==> config.mk <==
export PLATFORM = sky130hd
export DESIGN_NAME = sse_exec
export DESIGN_NICKNAME = d
export VERILOG_FILES = /design/src/shared/sse_pkg.sv /design/src/rtl/sse_alu.sv /design/src/rtl/sse_data_ram.sv /design/src/rtl/sse_exec.sv
export VERILOG_INCLUDE_DIRS = /design/src /design/src/shared
export SDC_FILE = /design/constraint.sdc
export NUM_CORES = 1
export LEC_CHECK = 0
export BUFFER_PORTS_ARGS = -buffer_cell sky130_fd_sc_hd__clkbuf_2
export CORE_MARGIN = 2
export CORE_UTILIZATION = 45
export CTS_CLUSTER_DIAMETER = 40
export CTS_CLUSTER_SIZE = 24
export DETAILED_ROUTE_END_ITERATION = 10
export HOLD_SLACK_MARGIN = 0.03
export SETUP_SLACK_MARGIN = 0.1
export SKIP_CTS_REPAIR_TIMING = 1
export SLEW_MARGIN = 20
export SYNTH_ARGS = -nofsm -noshare
export SYNTH_HDL_FRONTEND = slang
export SYNTH_HIERARCHICAL = 1
export SYNTH_SLANG_ARGS = --single-unit
==> constraint.sdc <==
create_clock -name clk_sys -period 12.9 [get_ports clk_sys]
set_input_delay 1.29 -clock clk_sys [delete_from_list [all_inputs] [get_ports clk_sys]]
set_output_delay 1.29 -clock clk_sys [all_outputs]
set_load 0.1 [all_outputs]
==> src/shared/sse_regs.svh <==
`ifndef SSE_REGS_SVH
`define SSE_REGS_SVH
// Register offsets on the plain register port.
`define SSE_REG_ACC   8'h00
`define SSE_REG_STAT  8'h01
`define SSE_REG_TPTR  8'h02
`define SSE_REG_THIGH 8'h03
// Status register bit positions.
`define SSE_BIT_CARRY 0
`define SSE_BIT_AUXC  1
`define SSE_BIT_ZERO  2
`define SSE_BIT_OVFL  3
`define SSE_BIT_PWRDN 4
`define SSE_BIT_WDTO  5
// Reset values.
`define SSE_RST_BYTE  8'h00
`define SSE_RST_STAT  6'h00
`define SSE_RST_THIGH 6'h00
// Widths and sizes.
`define SSE_DW       8
`define SSE_NIB      4
`define SSE_BIT_W    3
`define SSE_STAT_W   6
`define SSE_ROM_W    14
`define SSE_ROM_AW   11
`define SSE_DM_AW    7
`define SSE_DM_DEPTH 96
`endif

==> src/shared/sse_pkg.sv <==
`default_nettype none
package sse_pkg;
	// Operations executed by this block.
	typedef enum logic [3:0] {
		OP_SUB_ACC   = 4'h0,
		OP_SUB_MEM   = 4'h1,
		OP_SUB_IMM   = 4'h2,
		OP_SWAP_MEM  = 4'h3,
		OP_SWAP_ACC  = 4'h4,
		OP_ZERO_TEST = 4'h5,
		OP_COPY_TEST = 4'h6,
		OP_BIT_TEST  = 4'h7,
		OP_TBL_CUR   = 4'h8,
		OP_TBL_LAST  = 4'h9,
		OP_XOR_ACC   = 4'ha,
		OP_XOR_MEM   = 4'hb,
		OP_XOR_IMM   = 4'hc
	} sse_op_e;
	// Sequencer states, one-hot.
	typedef enum logic [4:0] {
		ST_IDLE  = 5'h01,
		ST_EXEC  = 5'h02,
		ST_DUMMY = 5'h04,
		ST_TREQ  = 5'h08,
		ST_TCAP  = 5'h10
	} sse_state_e;
endpackage : sse_pkg
`default_nettype wire

==> src/rtl/sse_alu.sv <==
`include "sse_regs.svh"
`default_nettype none
module sse_alu #(
	parameter int W = `SSE_DW
) (
	// Operands.
	input  wire logic [W-1:0] opA,
	input  wire logic [W-1:0] opB,
	input  wire logic         doXor,
	// Result and flags.
	output logic      [W-1:0] result,
	output logic              carryOut,
	output logic              auxOut,
	output logic              ovflOut,
	output logic              zeroOut
);
	logic [W:0]        sum;
	logic [`SSE_NIB:0] nib;

	// Subtraction as A plus complement of B plus one.
	assign sum = {1'b0, opA} + {1'b0, ~opB} + {{W{1'b0}}, 1'b1};
	assign nib = {1'b0, opA[`SSE_NIB-1:0]} + {1'b0, ~opB[`SSE_NIB-1:0]}
		+ {{`SSE_NIB{1'b0}}, 1'b1};

	// Result select and flag outputs; carry set means no borrow.
	assign result   = doXor ? (opA ^ opB) : sum[W-1:0];
	assign carryOut = sum[W];
	assign auxOut   = nib[`SSE_NIB];
	assign ovflOut  = (opA[W-1] ^ opB[W-1]) & (opA[W-1] ^ sum[W-1]);
	assign zeroOut  = (result == '0);
endmodule : sse_alu
`default_nettype wire

==> src/rtl/sse_data_ram.sv <==
`include "sse_regs.svh"
`default_nettype none
module sse_data_ram #(
	parameter int DEPTH = `SSE_DM_DEPTH,
	parameter int AW    = `SSE_DM_AW,
	parameter int DW    = `SSE_DW
) (
	// Clock and reset.
	input  wire logic          clk_sys,
	input  wire logic          reset,
	// Write port.
	input  wire logic          we,
	input  wire logic [AW-1:0] waddr,
	input  wire logic [DW-1:0] wdata,
	// Read port, data registered.
	input  wire logic          re,
	input  wire logic [AW-1:0] raddr,
	output logic      [DW-1:0] rdata
);
	logic [DW-1:0] mem [DEPTH];

	// Writes beyond the populated depth are dropped.
	always_ff @(posedge clk_sys) begin
		if (we && (waddr < AW'(DEPTH))) begin
			mem[waddr] <= wdata;
		end
	end

	// Registered read; unpopulated addresses read as zero.
	always_ff @(posedge clk_sys) begin
		if (reset) begin
			rdata <= '0;
		end else if (re) begin
			rdata <= (raddr < AW'(DEPTH)) ? mem[raddr] : '0;
		end
	end
endmodule : sse_data_ram
`default_nettype wire

==> src/rtl/sse_exec.sv <==
// The implementer's own choices: the strobed register port and the address map.
`include "sse_regs.svh"
`default_nettype none
// Summary of operation
// - Subtract memory from accumulator, four flags.
// - Same subtraction, result written to memory.
// - Subtract immediate from accumulator, four flags.
// - Swap memory byte nibbles in place.
// - Swapped memory byte into accumulator only.
// - Skip next when memory byte zero.
// - Copy byte to accumulator, skip if zero.
// - Skip next when selected bit clear.
// - Skip adds dummy cycle, discards prefetch.
// - Table read current page to memory/high.
// - Table read last page likewise.
// - XOR memory into accumulator, zero only.
// - XOR result into memory, zero only.
// - XOR immediate into accumulator, zero only.
module sse_exec #(
	parameter int DM_DEPTH = `SSE_DM_DEPTH,
	parameter int DM_AW    = `SSE_DM_AW,
	parameter int ROM_AW   = `SSE_ROM_AW
) (
	// Clock and reset.
	input  wire logic                      clk_sys,
	input  wire logic                      reset,
	// Register port.
	input  wire logic [`SSE_DW-1:0]        regAddr,
	input  wire logic [`SSE_DW-1:0]        regWdata,
	input  wire logic                      regWrite,
	input  wire logic                      regRead,
	output logic      [`SSE_DW-1:0]        regRdata,
	// Instruction request.
	input  wire logic                      instValid,
	input  wire sse_pkg::sse_op_e          instOp,
	input  wire logic [DM_AW-1:0]          instAddr,
	input  wire logic [`SSE_BIT_W-1:0]     instBit,
	input  wire logic [`SSE_DW-1:0]        instImm,
	input  wire logic [ROM_AW-`SSE_DW-1:0] instPage,
	output logic                           instReady,
	output logic                           instDone,
	output logic                           discardFetch,
	// Program ROM port.
	output logic                           romRead,
	output logic      [ROM_AW-1:0]         romAddr,
	input  wire logic [`SSE_ROM_W-1:0]     romData
);
	localparam int DW = `SSE_DW;
	localparam int HW = `SSE_ROM_W - `SSE_DW;
	localparam int PW = ROM_AW - `SSE_DW;

	sse_pkg::sse_state_e     stateReg;
	sse_pkg::sse_state_e     stateNext;
	sse_pkg::sse_op_e        opReg;
	logic [DM_AW-1:0]        addrReg;
	logic [`SSE_BIT_W-1:0]   bitReg;
	logic [DW-1:0]           immReg;
	logic [DW-1:0]           accReg;
	logic [DW-1:0]           accNext;
	logic [`SSE_STAT_W-1:0]  statReg;
	logic [`SSE_STAT_W-1:0]  statNext;
	logic [DW-1:0]           tptrReg;
	logic [HW-1:0]           thighReg;
	logic                    inIdle;
	logic                    inExec;
	logic                    inDummy;
	logic                    inTreq;
	logic                    inTcap;
	logic                    accept;
	logic                    isTable;
	logic                    ramRe;
	logic                    ramWe;
	logic [DW-1:0]           ramWdata;
	logic [DW-1:0]           ramQ;
	logic [DW-1:0]           swapQ;
	logic [DW-1:0]           aluB;
	logic [DW-1:0]           aluRes;
	logic                    aluC;
	logic                    aluAc;
	logic                    aluOv;
	logic                    aluZ;
	logic                    doXor;
	logic                    doSub;
	logic                    skipCond;

	// State decode and request handshake.
	assign inIdle    = (stateReg == sse_pkg::ST_IDLE);
	assign inExec    = (stateReg == sse_pkg::ST_EXEC);
	assign inDummy   = (stateReg == sse_pkg::ST_DUMMY);
	assign inTreq    = (stateReg == sse_pkg::ST_TREQ);
	assign inTcap    = (stateReg == sse_pkg::ST_TCAP);
	assign instReady = inIdle;
	assign accept    = inIdle && instValid;
	assign isTable   = (instOp == sse_pkg::OP_TBL_CUR)
		|| (instOp == sse_pkg::OP_TBL_LAST);
	assign ramRe     = accept && !isTable;
	assign romRead   = inTreq;
	assign instDone  = (inExec && !skipCond) || inDummy || inTcap;
	assign discardFetch = inDummy;

	// Operand classes of the latched operation.
	assign doXor = (opReg == sse_pkg::OP_XOR_ACC)
		|| (opReg == sse_pkg::OP_XOR_MEM)
		|| (opReg == sse_pkg::OP_XOR_IMM);
	assign doSub = (opReg == sse_pkg::OP_SUB_ACC)
		|| (opReg == sse_pkg::OP_SUB_MEM)
		|| (opReg == sse_pkg::OP_SUB_IMM);
	assign aluB  = ((opReg == sse_pkg::OP_SUB_IMM)
		|| (opReg == sse_pkg::OP_XOR_IMM)) ? immReg : ramQ;
	assign swapQ = {ramQ[`SSE_NIB-1:0], ramQ[DW-1:`SSE_NIB]};

	// Shared subtract and exclusive-OR unit.
	sse_alu #(
		.W (DW)
	) u_alu (
		.opA      (accReg),
		.opB      (aluB),
		.doXor    (doXor),
		.result   (aluRes),
		.carryOut (aluC),
		.auxOut   (aluAc),
		.ovflOut  (aluOv),
		.zeroOut  (aluZ)
	);

	// Data memory with registered read.
	sse_data_ram #(
		.DEPTH (DM_DEPTH),
		.AW    (DM_AW),
		.DW    (DW)
	) u_ram (
		.clk_sys (clk_sys),
		.reset   (reset),
		.we      (ramWe),
		.waddr   (addrReg),
		.wdata   (ramWdata),
		.re      (ramRe),
		.raddr   (instAddr),
		.rdata   (ramQ)
	);

	// Skip decision, evaluated while the operand byte is present.
	always_comb begin
		skipCond = 1'b0;
		if (inExec) begin
			unique case (opReg)
				sse_pkg::OP_ZERO_TEST: skipCond = (ramQ == '0);
				sse_pkg::OP_COPY_TEST: skipCond = (ramQ == '0);
				sse_pkg::OP_BIT_TEST:  skipCond = !ramQ[bitReg];
				default:               skipCond = 1'b0;
			endcase
		end
	end

	// Sequencer: skips add a dummy cycle, table reads wait on the ROM.
	always_comb begin
		stateNext = stateReg;
		unique case (stateReg)
			sse_pkg::ST_IDLE: begin
				if (accept) begin
					stateNext = isTable ? sse_pkg::ST_TREQ
						: sse_pkg::ST_EXEC;
				end
			end
			sse_pkg::ST_EXEC: begin
				stateNext = skipCond ? sse_pkg::ST_DUMMY
					: sse_pkg::ST_IDLE;
			end
			sse_pkg::ST_DUMMY: stateNext = sse_pkg::ST_IDLE;
			sse_pkg::ST_TREQ:  stateNext = sse_pkg::ST_TCAP;
			sse_pkg::ST_TCAP:  stateNext = sse_pkg::ST_IDLE;
			default:           stateNext = sse_pkg::ST_IDLE;
		endcase
	end

	// State register.
	always_ff @(posedge clk_sys) begin
		if (reset) begin
			stateReg <= sse_pkg::ST_IDLE;
		end else begin
			stateReg <= stateNext;
		end
	end

	// Operands latched when a request is taken.
	always_ff @(posedge clk_sys) begin
		if (reset) begin
			opReg   <= sse_pkg::OP_SUB_ACC;
			addrReg <= '0;
			bitReg  <= '0;
			immReg  <= `SSE_RST_BYTE;
		end else if (accept) begin
			opReg   <= instOp;
			addrReg <= instAddr;
			bitReg  <= instBit;
			immReg  <= instImm;
		end
	end

	// ROM address: table pointer within the chosen page.
	always_ff @(posedge clk_sys) begin
		if (reset) begin
			romAddr <= '0;
		end else if (accept && isTable) begin
			romAddr <= {(instOp == sse_pkg::OP_TBL_LAST) ? {PW{1'b1}}
				: instPage, tptrReg};
		end
	end

	// Data memory write-back.
	always_comb begin
		ramWe    = 1'b0;
		ramWdata = ramQ;
		if (inExec) begin
			unique case (opReg)
				sse_pkg::OP_SUB_MEM: begin
					ramWe    = 1'b1;
					ramWdata = aluRes;
				end
				sse_pkg::OP_XOR_MEM: begin
					ramWe    = 1'b1;
					ramWdata = aluRes;
				end
				sse_pkg::OP_SWAP_MEM: begin
					ramWe    = 1'b1;
					ramWdata = swapQ;
				end
				default: ramWe = 1'b0;
			endcase
		end else if (inTcap) begin
			ramWe    = 1'b1;
			ramWdata = romData[DW-1:0];
		end
	end

	// Accumulator next value; an executing operation wins over software.
	always_comb begin
		accNext = accReg;
		if (regWrite && (regAddr == `SSE_REG_ACC)) begin
			accNext = regWdata;
		end
		if (inExec) begin
			unique case (opReg)
				sse_pkg::OP_SUB_ACC:   accNext = aluRes;
				sse_pkg::OP_SUB_IMM:   accNext = aluRes;
				sse_pkg::OP_XOR_ACC:   accNext = aluRes;
				sse_pkg::OP_XOR_IMM:   accNext = aluRes;
				sse_pkg::OP_SWAP_ACC:  accNext = swapQ;
				sse_pkg::OP_COPY_TEST: accNext = ramQ;
				default:               accNext = accNext;
			endcase
		end
	end

	// Status flags; operations never touch power-down and timeout, only a status write does.
	always_comb begin
		statNext = statReg;
		if (regWrite && (regAddr == `SSE_REG_STAT)) begin
			statNext = regWdata[`SSE_STAT_W-1:0];
		end
		if (inExec && doSub) begin
			statNext[`SSE_BIT_CARRY] = aluC;
			statNext[`SSE_BIT_AUXC]  = aluAc;
			statNext[`SSE_BIT_ZERO]  = aluZ;
			statNext[`SSE_BIT_OVFL]  = aluOv;
		end else if (inExec && doXor) begin
			statNext[`SSE_BIT_ZERO]  = aluZ;
		end
	end

	// Accumulator and status registers.
	always_ff @(posedge clk_sys) begin
		if (reset) begin
			accReg  <= `SSE_RST_BYTE;
			statReg <= `SSE_RST_STAT;
		end else begin
			accReg  <= accNext;
			statReg <= statNext;
		end
	end

	// Table pointer, written by software only.
	always_ff @(posedge clk_sys) begin
		if (reset) begin
			tptrReg <= `SSE_RST_BYTE;
		end else if (regWrite && (regAddr == `SSE_REG_TPTR)) begin
			tptrReg <= regWdata;
		end
	end

	// Table-high register takes the upper part of the ROM word.
	always_ff @(posedge clk_sys) begin
		if (reset) begin
			thighReg <= `SSE_RST_THIGH;
		end else if (inTcap) begin
			thighReg <= romData[`SSE_ROM_W-1:DW];
		end
	end

	// Read data stand only in the cycle after the read strobe.
	always_ff @(posedge clk_sys) begin
		if (reset || !regRead) begin
			regRdata <= '0;
		end else begin
			unique case (regAddr)
				`SSE_REG_ACC:   regRdata <= accReg;
				`SSE_REG_STAT:  regRdata <= DW'(statReg);
				`SSE_REG_TPTR:  regRdata <= tptrReg;
				`SSE_REG_THIGH: regRdata <= DW'(thighReg);
				default:        regRdata <= '0;
			endcase
		end
	end
endmodule : sse_exec
`default_nettype wire

# Word-level counts from Yosys, hierarchy flattened
# Memories as Yosys holds them, arrays and structs flattened.
# Index checks and enable logic that the tools add are counted.
# word_totals
output_inout_bits,23
elab_cells,111
ramBits,768
regBits,82
n_memories,1
input_bits,60
# memory_table
name,words,word_bits,rd,rd_clocked_by_memory_dff,write_ports,line_no,text
u_ram.mem,96,8,1,0,1,sse_data_ram.sv:20,logic [DW-1:0] mem [DEPTH];
# op_classes
mux,29
order_cmp,3
n_addsub,4
n_reduce_logical,33
n_bitwise,6
n_eq_ne,21
# op_table
operator,count
2-to-1 mux 8 bit,7
case mux 8 bit (4 select lines),1
logical NOT 8 bit,3
case mux 8 bit (3 select lines),1
== test 4 bit (second input constant),5
== test 4 x 3 -> 1 bit (second input constant),4
== test 8 x 2 -> 1 bit (second input constant),2
case mux 8 bit (2 select lines),1
case mux 5 bit (3 select lines),1
< comparator 7 bit (second input constant),2
logical AND 1 bit,10
2-to-1 mux 1 bit,10
adder 8 x 8 -> 9 bit,1
adder 9 x 1 -> 9 bit (second input constant),1
logical OR 1 bit,9
== test 4 x 2 -> 1 bit (second input constant),2
== test 8 x 1 -> 1 bit (second input constant),1
2-to-1 mux 4 bit,2
NOT 8 bit,1
XOR 8 bit,1
2-to-1 mux 3 bit,2
adder 4 x 4 -> 5 bit,1
adder 5 x 1 -> 5 bit (second input constant),1
== test 5 x 1 -> 1 bit (second input constant),1
21 further kinds,26

# Depth between registers and ports, before layout
# Gate-level depths: netlist of run 1.
# logic_depth
depth_word,10
ltp_mapped,16
ltp_nobuf,14

# Hierarchy
# The synthesis of run 1 kept the hierarchy.
# modules_own_cells
mod,seq_area_each_um2,instances,cells_each,area_each_um2
sse_data_ram,23222.3,1,1408,30013.8
sse_exec,1481.4,1,444,3682.3
sse_alu,0.0,1,78,586.8

# Worst setup path before layout of run 1
# Ideal clock, no wire load.
# synth_timing
path_type,register to register
from,register opReg[3]
to,"memory u_ram/mem[0][6] (netlist bit), data pin"
path_buffers,2
period_less_slack_ns,4.990
path_stages_with_launch,16
setup_ns,0.449
setup_slack_ns,7.910
arrival_ns,4.541
path_cell_list,dfxtp_1 -> clkbuf_1 -> clkbuf_1 -> o21a_1 -> nor2_1 -> mux2_2 -> ha_1 -> fa_1 -> nor2b_4 -> o2111ai_1 -> a32oi_1 -> and2_2 -> mux2_2 -> a22oi_1 -> nor2_1 -> a221o_1
# synth_between
elab_chain_len,9
elab_cells_between_ends,18
classes_between,2 x add/sub; 6 x eq/ne; 4 x mux; 2 x bitwise; 4 x reduce/logical
# synth_lines
element,line_no,text
from (decl),sse_exec.sv:54,sse_pkg::sse_op_e opReg;
from (signal assigned),sse_exec.sv:188,opReg <= sse_pkg::OP_SUB_ACC;
from (signal assigned),sse_exec.sv:193,opReg <= instOp;
== test 4 x 2 -> 1 bit / == test 4 bit (equally long branches),"sse_exec.sv:108, sse_exec.sv:109",
logical OR 1 bit (*),sse_exec.sv:109,|| (opReg == sse_pkg::OP_XOR_IMM)) ? immReg : ramQ;
2-to-1 mux 8 bit (*),sse_exec.sv:109,
net aluB[0],sse_exec.sv:76,logic [DW-1:0] aluB;
NOT 8 bit (*),sse_alu.sv:21,"assign sum = {1'b0, opA} + {1'b0, ~opB} + {{W{1'b0}}, 1'b1};"
adder 8 x 8 -> 9 bit (*),sse_alu.sv:21,
adder 9 x 1 -> 9 bit (*),sse_alu.sv:21,
2-to-1 mux 8 bit (*),sse_alu.sv:26,assign result = doXor ? (opA ^ opB) : sum[W-1:0];
net aluRes[6],sse_exec.sv:77,logic [DW-1:0] aluRes;
case mux 8 bit (2 select lines) (*),sse_exec.sv:215,unique case (opReg)
2-to-1 mux 8 bit (*),sse_exec.sv:214,if (inExec) begin
net ramWdata[6],sse_exec.sv:73,logic [DW-1:0] ramWdata;
to (decl),sse_data_ram.sv:20,
# The timed path passes the listed nets; every way through them passes the cells marked *.

# Worst setup path in the final report of run 1
# layout_timing
from,register opReg[1]
to,"memory u_ram/mem[38][6] (netlist bit), data pin"
# The elaborated chain is that of the path after synthesis.

==> flow_summary.html, run 1 <==
<table>
<tr><th>Metric</th><th>Value</th></tr>
<tr><th colspan="2">Run status</th></tr>
<tr><td>Status</td><td>finished, final reports clean</td></tr>
<tr><th colspan="2">Min path</th></tr>
<tr><td>Cell count of the worst hold path</td><td>2</td></tr>
<tr><td>Worst min-delay path endpoint</td><td>immReg[5]</td></tr>
<tr><td>Type of the worst min-delay path</td><td>reg2reg</td></tr>
<tr><td>Startpoint of the most critical hold path</td><td>immReg[5]</td></tr>
<tr><th colspan="2">Critical path</th></tr>
<tr><td>Top cell family by delay on the critical path</td><td>compound AO/OA/AOI/OAI gates</td></tr>
<tr><td>Slowest CP cell</td><td>a221o_4</td></tr>
<tr><td>Crit Path Category</td><td>reg2reg</td></tr>
<tr><td>Crit path required time</td><td>13.22 ns</td></tr>
<tr><td>Cell depth of the worst flop-to-flop path</td><td>14</td></tr>
<tr><td>Maximum fanout along the worst path</td><td>96</td></tr>
<tr><td>Worst reg2reg startpoint</td><td>opReg[1]</td></tr>
<tr><td>CP Cell Sequence</td><td>nand2b_1 -&gt; o21a_1 -&gt; nor2_1 -&gt; mux2_2 -&gt; ha_1 -&gt; fa_1 -&gt; nor2b_4 -&gt; o2111ai_1 -&gt; a32oi_1 -&gt; and2_2 -&gt; mux2_2 -&gt; a22oi_1 -&gt; nor2_1 -&gt; a221o_4</td></tr>
<tr><td>Number of buffers and inverters on the critical path</td><td>0</td></tr>
<tr><td>Endpoint of the worst register-to-register path</td><td>u_ram/mem[38][6]</td></tr>
<tr><td>Data arrival time of the critical path</td><td>5.53 ns</td></tr>
<tr><td>Type of element capturing the critical path</td><td>flip-flop</td></tr>
<tr><td>Critical path launch point type</td><td>flip-flop</td></tr>
<tr><td>Largest stage delay on the critical path</td><td>0.78 ns</td></tr>
<tr><td>Worst path depth</td><td>14</td></tr>
<tr><td>Register-to-register setup slack</td><td>7.69 ns</td></tr>
<tr><th colspan="2">Clocking</th></tr>
<tr><td>Clock latency on the worst-skew pair</td><td>0.67 ns</td></tr>
<tr><td>CTS H-Tree Depth</td><td>3</td></tr>
<tr><td>Cts bufs inserted</td><td>113</td></tr>
<tr><td>Root Driver</td><td>clkbuf_16</td></tr>
<tr><td>Maximum clock insertion buffer count</td><td>3</td></tr>
<tr><td>Clock transition at the register clock pins on the worst setup and hold paths after CTS</td><td>0.05 ns</td></tr>
<tr><td>Clock tree from TritonCTS</td><td>done</td></tr>
<tr><td>Clock sink count</td><td>850</td></tr>
<tr><th colspan="2">Power and ir drop</th></tr>
<tr><td>VDD IR max</td><td>0.1117 mV</td></tr>
<tr><td>Leakage power of the design</td><td>13.01 nW</td></tr>
<tr><td>Power consumption</td><td>6.605 mW</td></tr>
<tr><td>Power per unit of standard cell area</td><td>166.7 nW/um^2</td></tr>
<tr><th colspan="2">Die</th></tr>
<tr><td>Placeable core region</td><td>75,700 sq um</td></tr>
<tr><td>Floorplan row count</td><td>101</td></tr>
<tr><td>Chip width</td><td>280.0 microns</td></tr>
<tr><td>Top-level port count</td><td>83</td></tr>
<tr><td>Floorplan die height</td><td>280.0 microns</td></tr>
<tr><td>Starting density of the core</td><td>0.4529</td></tr>
<tr><td>Die Footprint</td><td>78,410 sq um</td></tr>
<tr><th colspan="2">GRT</th></tr>
<tr><td>First-pass GRT wire length</td><td>126.9 mm</td></tr>
<tr><td>Pin count of the biggest net entering global routing</td><td>97</td></tr>
<tr><td>Aggregate global-route resource usage</td><td>0.2210</td></tr>
<tr><td>Antenna violations before repair</td><td>0</td></tr>
<tr><td>Overall overflow remaining after global route</td><td>0</td></tr>
<tr><td>Via count of the first global-routing pass</td><td>19,060</td></tr>
<tr><th colspan="2">STA</th></tr>
<tr><td>Final worst-path cycle share</td><td>0.4039</td></tr>
<tr><td>Number of pins with negative max-slew slack in the final report</td><td>0</td></tr>
<tr><td>Smallest setup slack after layout</td><td>7.690 ns</td></tr>
<tr><td>Relative slew margins</td><td>0.2492</td></tr>
<tr><td>Post-layout minimum cycle time</td><td>5.210 ns</td></tr>
<tr><td>Final-report hold violation count</td><td>0</td></tr>
<tr><td>Setup TNS</td><td>0 ns</td></tr>
<tr><td># setup viols final</td><td>0</td></tr>
<tr><td>Maximum clock skew at final layout</td><td>0.02055 ns</td></tr>
<tr><td>Setup repair after global routing missed its margin</td><td>no</td></tr>
<tr><td>Actual transition at the worst max-transition pin</td><td>1.122 ns</td></tr>
<tr><td>Timing-limited maximum frequency</td><td>192.0 MHz</td></tr>
<tr><th colspan="2">Cells and area</th></tr>
<tr><td>Layout cells sized above 1</td><td>0.2589</td></tr>
<tr><td>Net count reported at finish</td><td>2,111</td></tr>
<tr><td>Number of filler instances in the final layout</td><td>6,011</td></tr>
<tr><td>Area growth from synthesis to layout</td><td>15.56%</td></tr>
<tr><td>Area used by sequential logic in the layout</td><td>24,700 sq um</td></tr>
<tr><td>Area of the multi-input gates</td><td>9111 sq um</td></tr>
<tr><th colspan="2">Placed design</th></tr>
<tr><td>Number of port buffers</td><td>82</td></tr>
<tr><td>GPL Wtd Cong</td><td>0.8650</td></tr>
<tr><td>Post-Place Worst Slack</td><td>7.587 ns</td></tr>
<tr><td>Final HPWL from detailed placement</td><td>53.27 mm</td></tr>
<tr><th colspan="2">Synth</th></tr>
<tr><td>Top_reg_cell synth</td><td>edfxtp_1</td></tr>
<tr><td>Cell types with the largest area share after synthesis</td><td>edfxtp_1 67%, mux4_2 13%, dfxtp_1 4.8%</td></tr>
<tr><td>Ys async rst share</td><td>0</td></tr>
<tr><td>Part of the Yosys area used for sequential elements</td><td>0.7206</td></tr>
<tr><td>Yosys top cell by area</td><td>edfxtp_1</td></tr>
<tr><td>Area share of the leading cell type in the synthesized netlist</td><td>0.6727</td></tr>
<tr><td>Yosys warning count</td><td>6</td></tr>
<tr><td>Yosys cell types</td><td>72</td></tr>
<tr><td>Cell area after synthesis</td><td>34,280 sq um</td></tr>
<tr><td>Flip-flop and latch count after synthesis</td><td>850</td></tr>
<tr><td>Number of instances in the synthesized netlist</td><td>1,930</td></tr>
<tr><td>Average cell area after synthesis</td><td>17.76 sq um</td></tr>
<tr><td>Number of nets in the synthesized netlist</td><td>1,999</td></tr>
<tr><td>Number of flops mapped to enable cells by yosys</td><td>768</td></tr>
<tr><th colspan="2">Detailed routing</th></tr>
<tr><td>Post-detailed-route count of antenna-violating nets</td><td>0</td></tr>
<tr><td>Routed wire length</td><td>85.96 mm</td></tr>
<tr><td>Post-detailed-route wirelength per cell</td><td>27.56 microns</td></tr>
<tr><td>DRC errors left</td><td>0</td></tr>
<tr><td>Number of optimization iterations in the first detailed-route pass</td><td>8</td></tr>
<tr><td>Vias</td><td>18,860</td></tr>
<tr><td>Vias per std cell</td><td>6.047</td></tr>
<tr><td>Violation count after the first detailed-routing iteration</td><td>1,749</td></tr>
<tr><th colspan="2">Run</th></tr>
<tr><td>Number of max-cap violations</td><td>0</td></tr>
</table>
## logic make-up (layout without fill, tap and decap cells)
kind of cell | Yosys count | after routing | synth area share
other cells | 0 | 1 | 0
compound gates | 203 | 203 | 0.04248
buf+inv | 118 | 328 | 0.01650
flops | 850 | 850 | 0.7206
simple gates | 473 | 473 | 0.06485
mux | 270 | 270 | 0.1503
xor+xnor | 7 | 7 | 0.001788
fa+ha+maj | 9 | 9 | 0.003504
## worst min-delay path, stage by stage (launching register included)
cell     delay (ns)
dfxtp_1        0.31
nand2_1        0.05
a21oi_1        0.05
## cell usage after synthesis (15+ instances only)
| master | instances |
|---|---|
| buf_2 | 15 |
| buf_4 | 16 |
| mux4_2 | 193 |
| a211oi_1 | 25 |
| mux2_2 | 28 |
| edfxtp_1 | 768 |
| nand3_1 | 33 |
| o22ai_1 | 24 |
| nor2_1 | 168 |
| dfxtp_1 | 82 |
| clkbuf_1 | 58 |
| a21oi_1 | 52 |
| nor3_1 | 22 |
| nand2_1 | 136 |
| a22oi_1 | 23 |
| mux2i_1 | 49 |
## routing by layer
layer,vias to the layer above,track usage,share of wire
li1,8055,-,-
met1,9980,0.3079,0.42
met2,677,0.3606,0.49
met3,150,0.03214,0.058
met4,0,0.07267,0.026
met5,-,0,0
## cells in the final DEF, fill, tap and decap left out, types with 22 or more instances in the layout
cell and n:
edfxtp_1 768, mux4_2 193, nor2_1 165, nand2_1 136, clkbuf_16 115, dfxtp_1 82, clkbuf_2 80, a21oi_1 52
mux2i_1 49, nand3_1 33, mux2_2 28, inv_6 27, a211oi_1 25, o22ai_1 24, a22oi_1 23, nor3_1 22
## final cells by class
class,count,area share
inverter,14,0.001326
timing repair buffer,101,0.01557
clock inverter,87,0.02416
sequential,850,0.6236
multi-input combinational,962,0.2300
clock buffer,126,0.07444
tap,978,0.03089
antenna,1,0.00006317
## power by group
| part | leakage, nW | switching (mW) | internal (mW) |
|---|---|---|---|
| Clock | 1.89 | 1.28 | 1.88 |
| Sequential | 7.75 | 0.0160 | 3.03 |
| Combinational | 3.37 | 0.251 | 0.142 |
| Total | 13.0 | 1.55 | 5.06 |
## state kept, by name (all words and copies together) (netlist names)
register	flops
statReg	6
tptrReg	8
stateReg	5
bitReg	3
accReg	8
thighReg	6
u_ram/rdata	8
immReg	8
romAddr	11
regRdata	8
opReg	4
addrReg	7
u_ram/mem	768
## metrics by stage
stage	util	area (sq um)	hold WS, ns	instances
floorplan	-	34280	0.4329	1930
global placement	0.4708	35640	0.4467	2902
detailed placement	0.4708	35640	0.4512	2902
CTS	0.5224	39540	0.4597	3115
global route	0.5233	39610	0.4682	3118
finish	0.5234	39620	0.4611	3119
## how the worst max path moves through the flow
| stage | start | endpoint | slack, ns |
|---|---|---|---|
| finish | opReg[1] | u_ram/mem[38][6] | 7.69 |
| global placement | instAddr[0] | u_ram/rdata[6] | 7.61 |
| detailed placement | instAddr[0] | u_ram/rdata[6] | 7.59 |
| floorplan | opReg[3] | u_ram/mem[0][6] | 7.91 |
| CTS | opReg[1] | u_ram/mem[45][6] | 7.68 |
| global route | opReg[1] | u_ram/mem[24][5] | 7.25 |
Power figures use the tool's default switching activity.
==> run 2: changes to the inputs <==
clock period = 5.4 ns   (was 12.9 ns; I/O delays follow)
==> run 2 against run 1 <==
Flip-flop and latch count did not move. Clock power increased by 140%. Global-route usage fell by 0.31 points. Non-clock buffer count up 26.
==> flow_summary.html, run 2 (synthesis results as in run 1) <==
<table>
<tr><th>Metric</th><th>Value</th></tr>
<tr><th colspan="2">GRT</th></tr>
<tr><td>Overall overflow remaining after global route</td><td>0</td></tr>
<tr><td>First-pass GRT wire length</td><td>125.9 mm</td></tr>
<tr><td>Via count of the first global-routing pass</td><td>18,900</td></tr>
<tr><td>Aggregate global-route resource usage</td><td>0.2179</td></tr>
<tr><td>Pin count of the biggest net entering global routing</td><td>98</td></tr>
<tr><td>Antenna violations before repair</td><td>1</td></tr>
<tr><th colspan="2">Detailed routing</th></tr>
<tr><td>Number of optimization iterations in the first detailed-route pass</td><td>7</td></tr>
<tr><td>Vias per std cell</td><td>5.970</td></tr>
<tr><td>Routed wire length</td><td>84.94 mm</td></tr>
<tr><td>Post-detailed-route wirelength per cell</td><td>27.03 microns</td></tr>
<tr><td>DRC errors left</td><td>0</td></tr>
<tr><td>Vias</td><td>18,760</td></tr>
<tr><td>Post-detailed-route count of antenna-violating nets</td><td>0</td></tr>
<tr><td>Violation count after the first detailed-routing iteration</td><td>1,940</td></tr>
<tr><th colspan="2">STA</th></tr>
<tr><td>Final worst hold slack</td><td>0.1004 ns</td></tr>
<tr><td>Timing-limited maximum frequency</td><td>204.8 MHz</td></tr>
<tr><td>Relative slew margins</td><td>0.1492</td></tr>
<tr><td>Maximum clock skew at final layout</td><td>0.02886 ns</td></tr>
<tr><td>Setup TNS</td><td>0 ns</td></tr>
<tr><td>Final-report hold violation count</td><td>0</td></tr>
<tr><td>Smallest setup slack after layout</td><td>0.5163 ns</td></tr>
<tr><td>Setup repair after global routing missed its margin</td><td>no</td></tr>
<tr><td>Post-layout minimum cycle time</td><td>4.884 ns</td></tr>
<tr><td># setup viols final</td><td>0</td></tr>
<tr><td>Number of pins with negative max-slew slack in the final report</td><td>0</td></tr>
<tr><td>Final worst-path cycle share</td><td>0.9044</td></tr>
<tr><td>Actual transition at the worst max-transition pin</td><td>1.244 ns</td></tr>
<tr><th colspan="2">Cells and area</th></tr>
<tr><td>Register with the most flip-flops</td><td>u_ram/mem</td></tr>
<tr><td>Area growth from synthesis to layout</td><td>16.70%</td></tr>
<tr><td>Highest-count cells in the layout ignoring fill and taps</td><td>768 x edfxtp_1, 193 x mux4_2, 163 x nor2_1</td></tr>
<tr><td>Post-route cell area</td><td>40,010 sq um</td></tr>
<tr><td>Largest regs</td><td>u_ram/mem (768), romAddr (11)</td></tr>
<tr><td>Layout cells sized above 1</td><td>0.2689</td></tr>
<tr><td>Net count reported at finish</td><td>2,137</td></tr>
<tr><td>Most frequent standard cell in the layout excluding fill and tap cells</td><td>edfxtp_1</td></tr>
<tr><td>Max reg flops</td><td>768</td></tr>
<tr><td>Share of the core filled with cells</td><td>0.5285</td></tr>
<tr><td>Finished Layout Cells</td><td>3,142</td></tr>
<tr><td>Number of filler instances in the final layout</td><td>5,962</td></tr>
<tr><td>Antenna diode count</td><td>0</td></tr>
<tr><th colspan="2">Placed design</th></tr>
<tr><td>Number of port buffers</td><td>82</td></tr>
<tr><td>GPL Wtd Cong</td><td>0.9094</td></tr>
<tr><td>Final HPWL from detailed placement</td><td>53.39 mm</td></tr>
<tr><td>Cell area after placement</td><td>35,930 sq um</td></tr>
<tr><td>Post-placement cell count</td><td>2,928</td></tr>
<tr><td>Post-Place Worst Slack</td><td>0.5530 ns</td></tr>
<tr><th colspan="2">Die</th></tr>
<tr><td>Die Footprint</td><td>78,410 sq um</td></tr>
<tr><td>Starting density of the core</td><td>0.4529</td></tr>
<tr><td>Top-level port count</td><td>83</td></tr>
<tr><td>Chip width</td><td>280.0 microns</td></tr>
<tr><td>Floorplan die height</td><td>280.0 microns</td></tr>
<tr><td>Floorplan row count</td><td>101</td></tr>
<tr><td>Placeable core region</td><td>75,700 sq um</td></tr>
<tr><th colspan="2">Critical path</th></tr>
<tr><td>Worst reg2reg startpoint</td><td>opReg[1]</td></tr>
<tr><td>Slowest CP cell</td><td>a221o_4</td></tr>
<tr><td>Largest stage delay on the critical path</td><td>0.79 ns</td></tr>
<tr><td>Data arrival time of the critical path</td><td>5.20 ns</td></tr>
<tr><td>Cell depth of the worst flop-to-flop path</td><td>15</td></tr>
<tr><td>Register-to-register setup slack</td><td>0.52 ns</td></tr>
<tr><td>CP Cell Sequence</td><td>nand2b_1 -&gt; o21a_1 -&gt; nor2_1 -&gt; buf_4 -&gt; mux2_2 -&gt; ha_1 -&gt; fa_1 -&gt; nor2b_4 -&gt; o2111ai_1 -&gt; a32oi_1 -&gt; and2_2 -&gt; mux2_2 -&gt; a22oi_1 -&gt; nor2_1 -&gt; a221o_4</td></tr>
<tr><td>Crit Path Category</td><td>reg2reg</td></tr>
<tr><td>Critical path launch point type</td><td>flip-flop</td></tr>
<tr><td>Endpoint of the worst register-to-register path</td><td>u_ram/mem[50][6]</td></tr>
<tr><td>Type of element capturing the critical path</td><td>flip-flop</td></tr>
<tr><td>Maximum fanout along the worst path</td><td>96</td></tr>
<tr><td>Crit path required time</td><td>5.72 ns</td></tr>
<tr><th colspan="2">Run status</th></tr>
<tr><td>Status</td><td>finished, final reports clean</td></tr>
<tr><th colspan="2">Clocking</th></tr>
<tr><td>Clock tree from TritonCTS</td><td>done</td></tr>
<tr><td>Maximum clock insertion buffer count</td><td>3</td></tr>
<tr><td>CTS H-Tree Depth</td><td>3</td></tr>
<tr><td>Clock transition at the register clock pins on the worst setup and hold paths after CTS</td><td>0.06 ns</td></tr>
<tr><td>Cts bufs inserted</td><td>113</td></tr>
<tr><td>Clock sink count</td><td>850</td></tr>
<tr><td>Clock latency on the worst-skew pair</td><td>0.67 ns</td></tr>
<tr><td>Root Driver</td><td>clkbuf_16</td></tr>
<tr><th colspan="2">Power and ir drop</th></tr>
<tr><td>VDD IR max</td><td>0.2725 mV</td></tr>
<tr><td>Power per unit of standard cell area</td><td>399.3 nW/um^2</td></tr>
<tr><td>Power consumption</td><td>15.98 mW</td></tr>
<tr><td>Leakage power of the design</td><td>13.21 nW</td></tr>
<tr><th colspan="2">Min path</th></tr>
<tr><td>Type of the worst min-delay path</td><td>in2reg</td></tr>
<tr><td>Cell count of the worst hold path</td><td>3</td></tr>
<tr><td>Startpoint of the most critical hold path</td><td>romData[9]</td></tr>
<tr><td>Worst min-delay path endpoint</td><td>thighReg[1]</td></tr>
<tr><th colspan="2">Run</th></tr>
<tr><td>Number of max-cap violations</td><td>0</td></tr>
</table>
run 2: changes by cell type in the layout (fill, tap and decap cells not counted), moves of 4 or more:
cell | before | now
buf_4 | 16 | 34
inv_8 | 12 | 4
bufinv_16 | 9 | 16
buf_12 | 2 | 8
inv_6 | 27 | 21
inv_4 | 0 | 4
run 2: worst max-delay path by stage:
| stage | start | end | slack, ns |
|---|---|---|---|
| final | opReg[1] | u_ram/mem[50][6] | 0.52 |
| after global routing | opReg[1] | u_ram/mem[0][6] | 0.12 |
| after CTS | opReg[1] | u_ram/mem[19][6] | 0.53 |
| after detailed placement | opReg[3] | u_ram/mem[32][6] | 0.55 |
| after global placement | opReg[1] | u_ram/mem[50][6] | 0.77 |
| after floorplan | opReg[3] | u_ram/mem[0][6] | 0.41 |
run 2: worst max-delay path: cells and delay by family (launching register included):
kind | cells | cell delay, ns
adder cells (fa/ha/maj) | 2 | 0.67
AND/OR/NAND/NOR | 5 | 0.91
flip-flops | 1 | 0.68
buffers and inverters | 1 | 0.19
AO/OA/AOI/OAI | 5 | 1.52
multiplexers | 2 | 0.50
run 2: report_power, final:
| group | leakage (nW) | total (mW) | internal, mW | switching, mW |
|---|---|---|---|---|
| Sequential | 7.75 | 7.28 | 7.24 | 0.0356 |
| Clock | 1.92 | 7.72 | 4.74 | 2.98 |
| Combinational | 3.54 | 0.974 | 0.359 | 0.615 |
run 2: final cells by class:
| class | instances | area [sq um] | area share |
|---|---|---|---|
| inverter | 14 | 52.55 | 0.001313 |
| clock inverter | 87 | 1080 | 0.02699 |
| clock buffer | 124 | 2904 | 0.07259 |
| tap | 978 | 1224 | 0.03059 |
| sequential | 850 | 24700 | 0.6175 |
| multi-input combinational | 962 | 9117 | 0.2279 |
| timing repair buffer | 127 | 927.1 | 0.02317 |
run 2: layer usage:
| layer | wire length, microns | GRT usage | vias to the layer above |
|---|---|---|---|
| met5 | 10 | 0 | - |
| li1 | - | - | 8081 |
| met1 | 36290 | 0.3110 | 9848 |
| met3 | 5579 | 0.03989 | 142 |
| met2 | 40760 | 0.3415 | 685 |
| met4 | 2297 | 0.07075 | 2 |
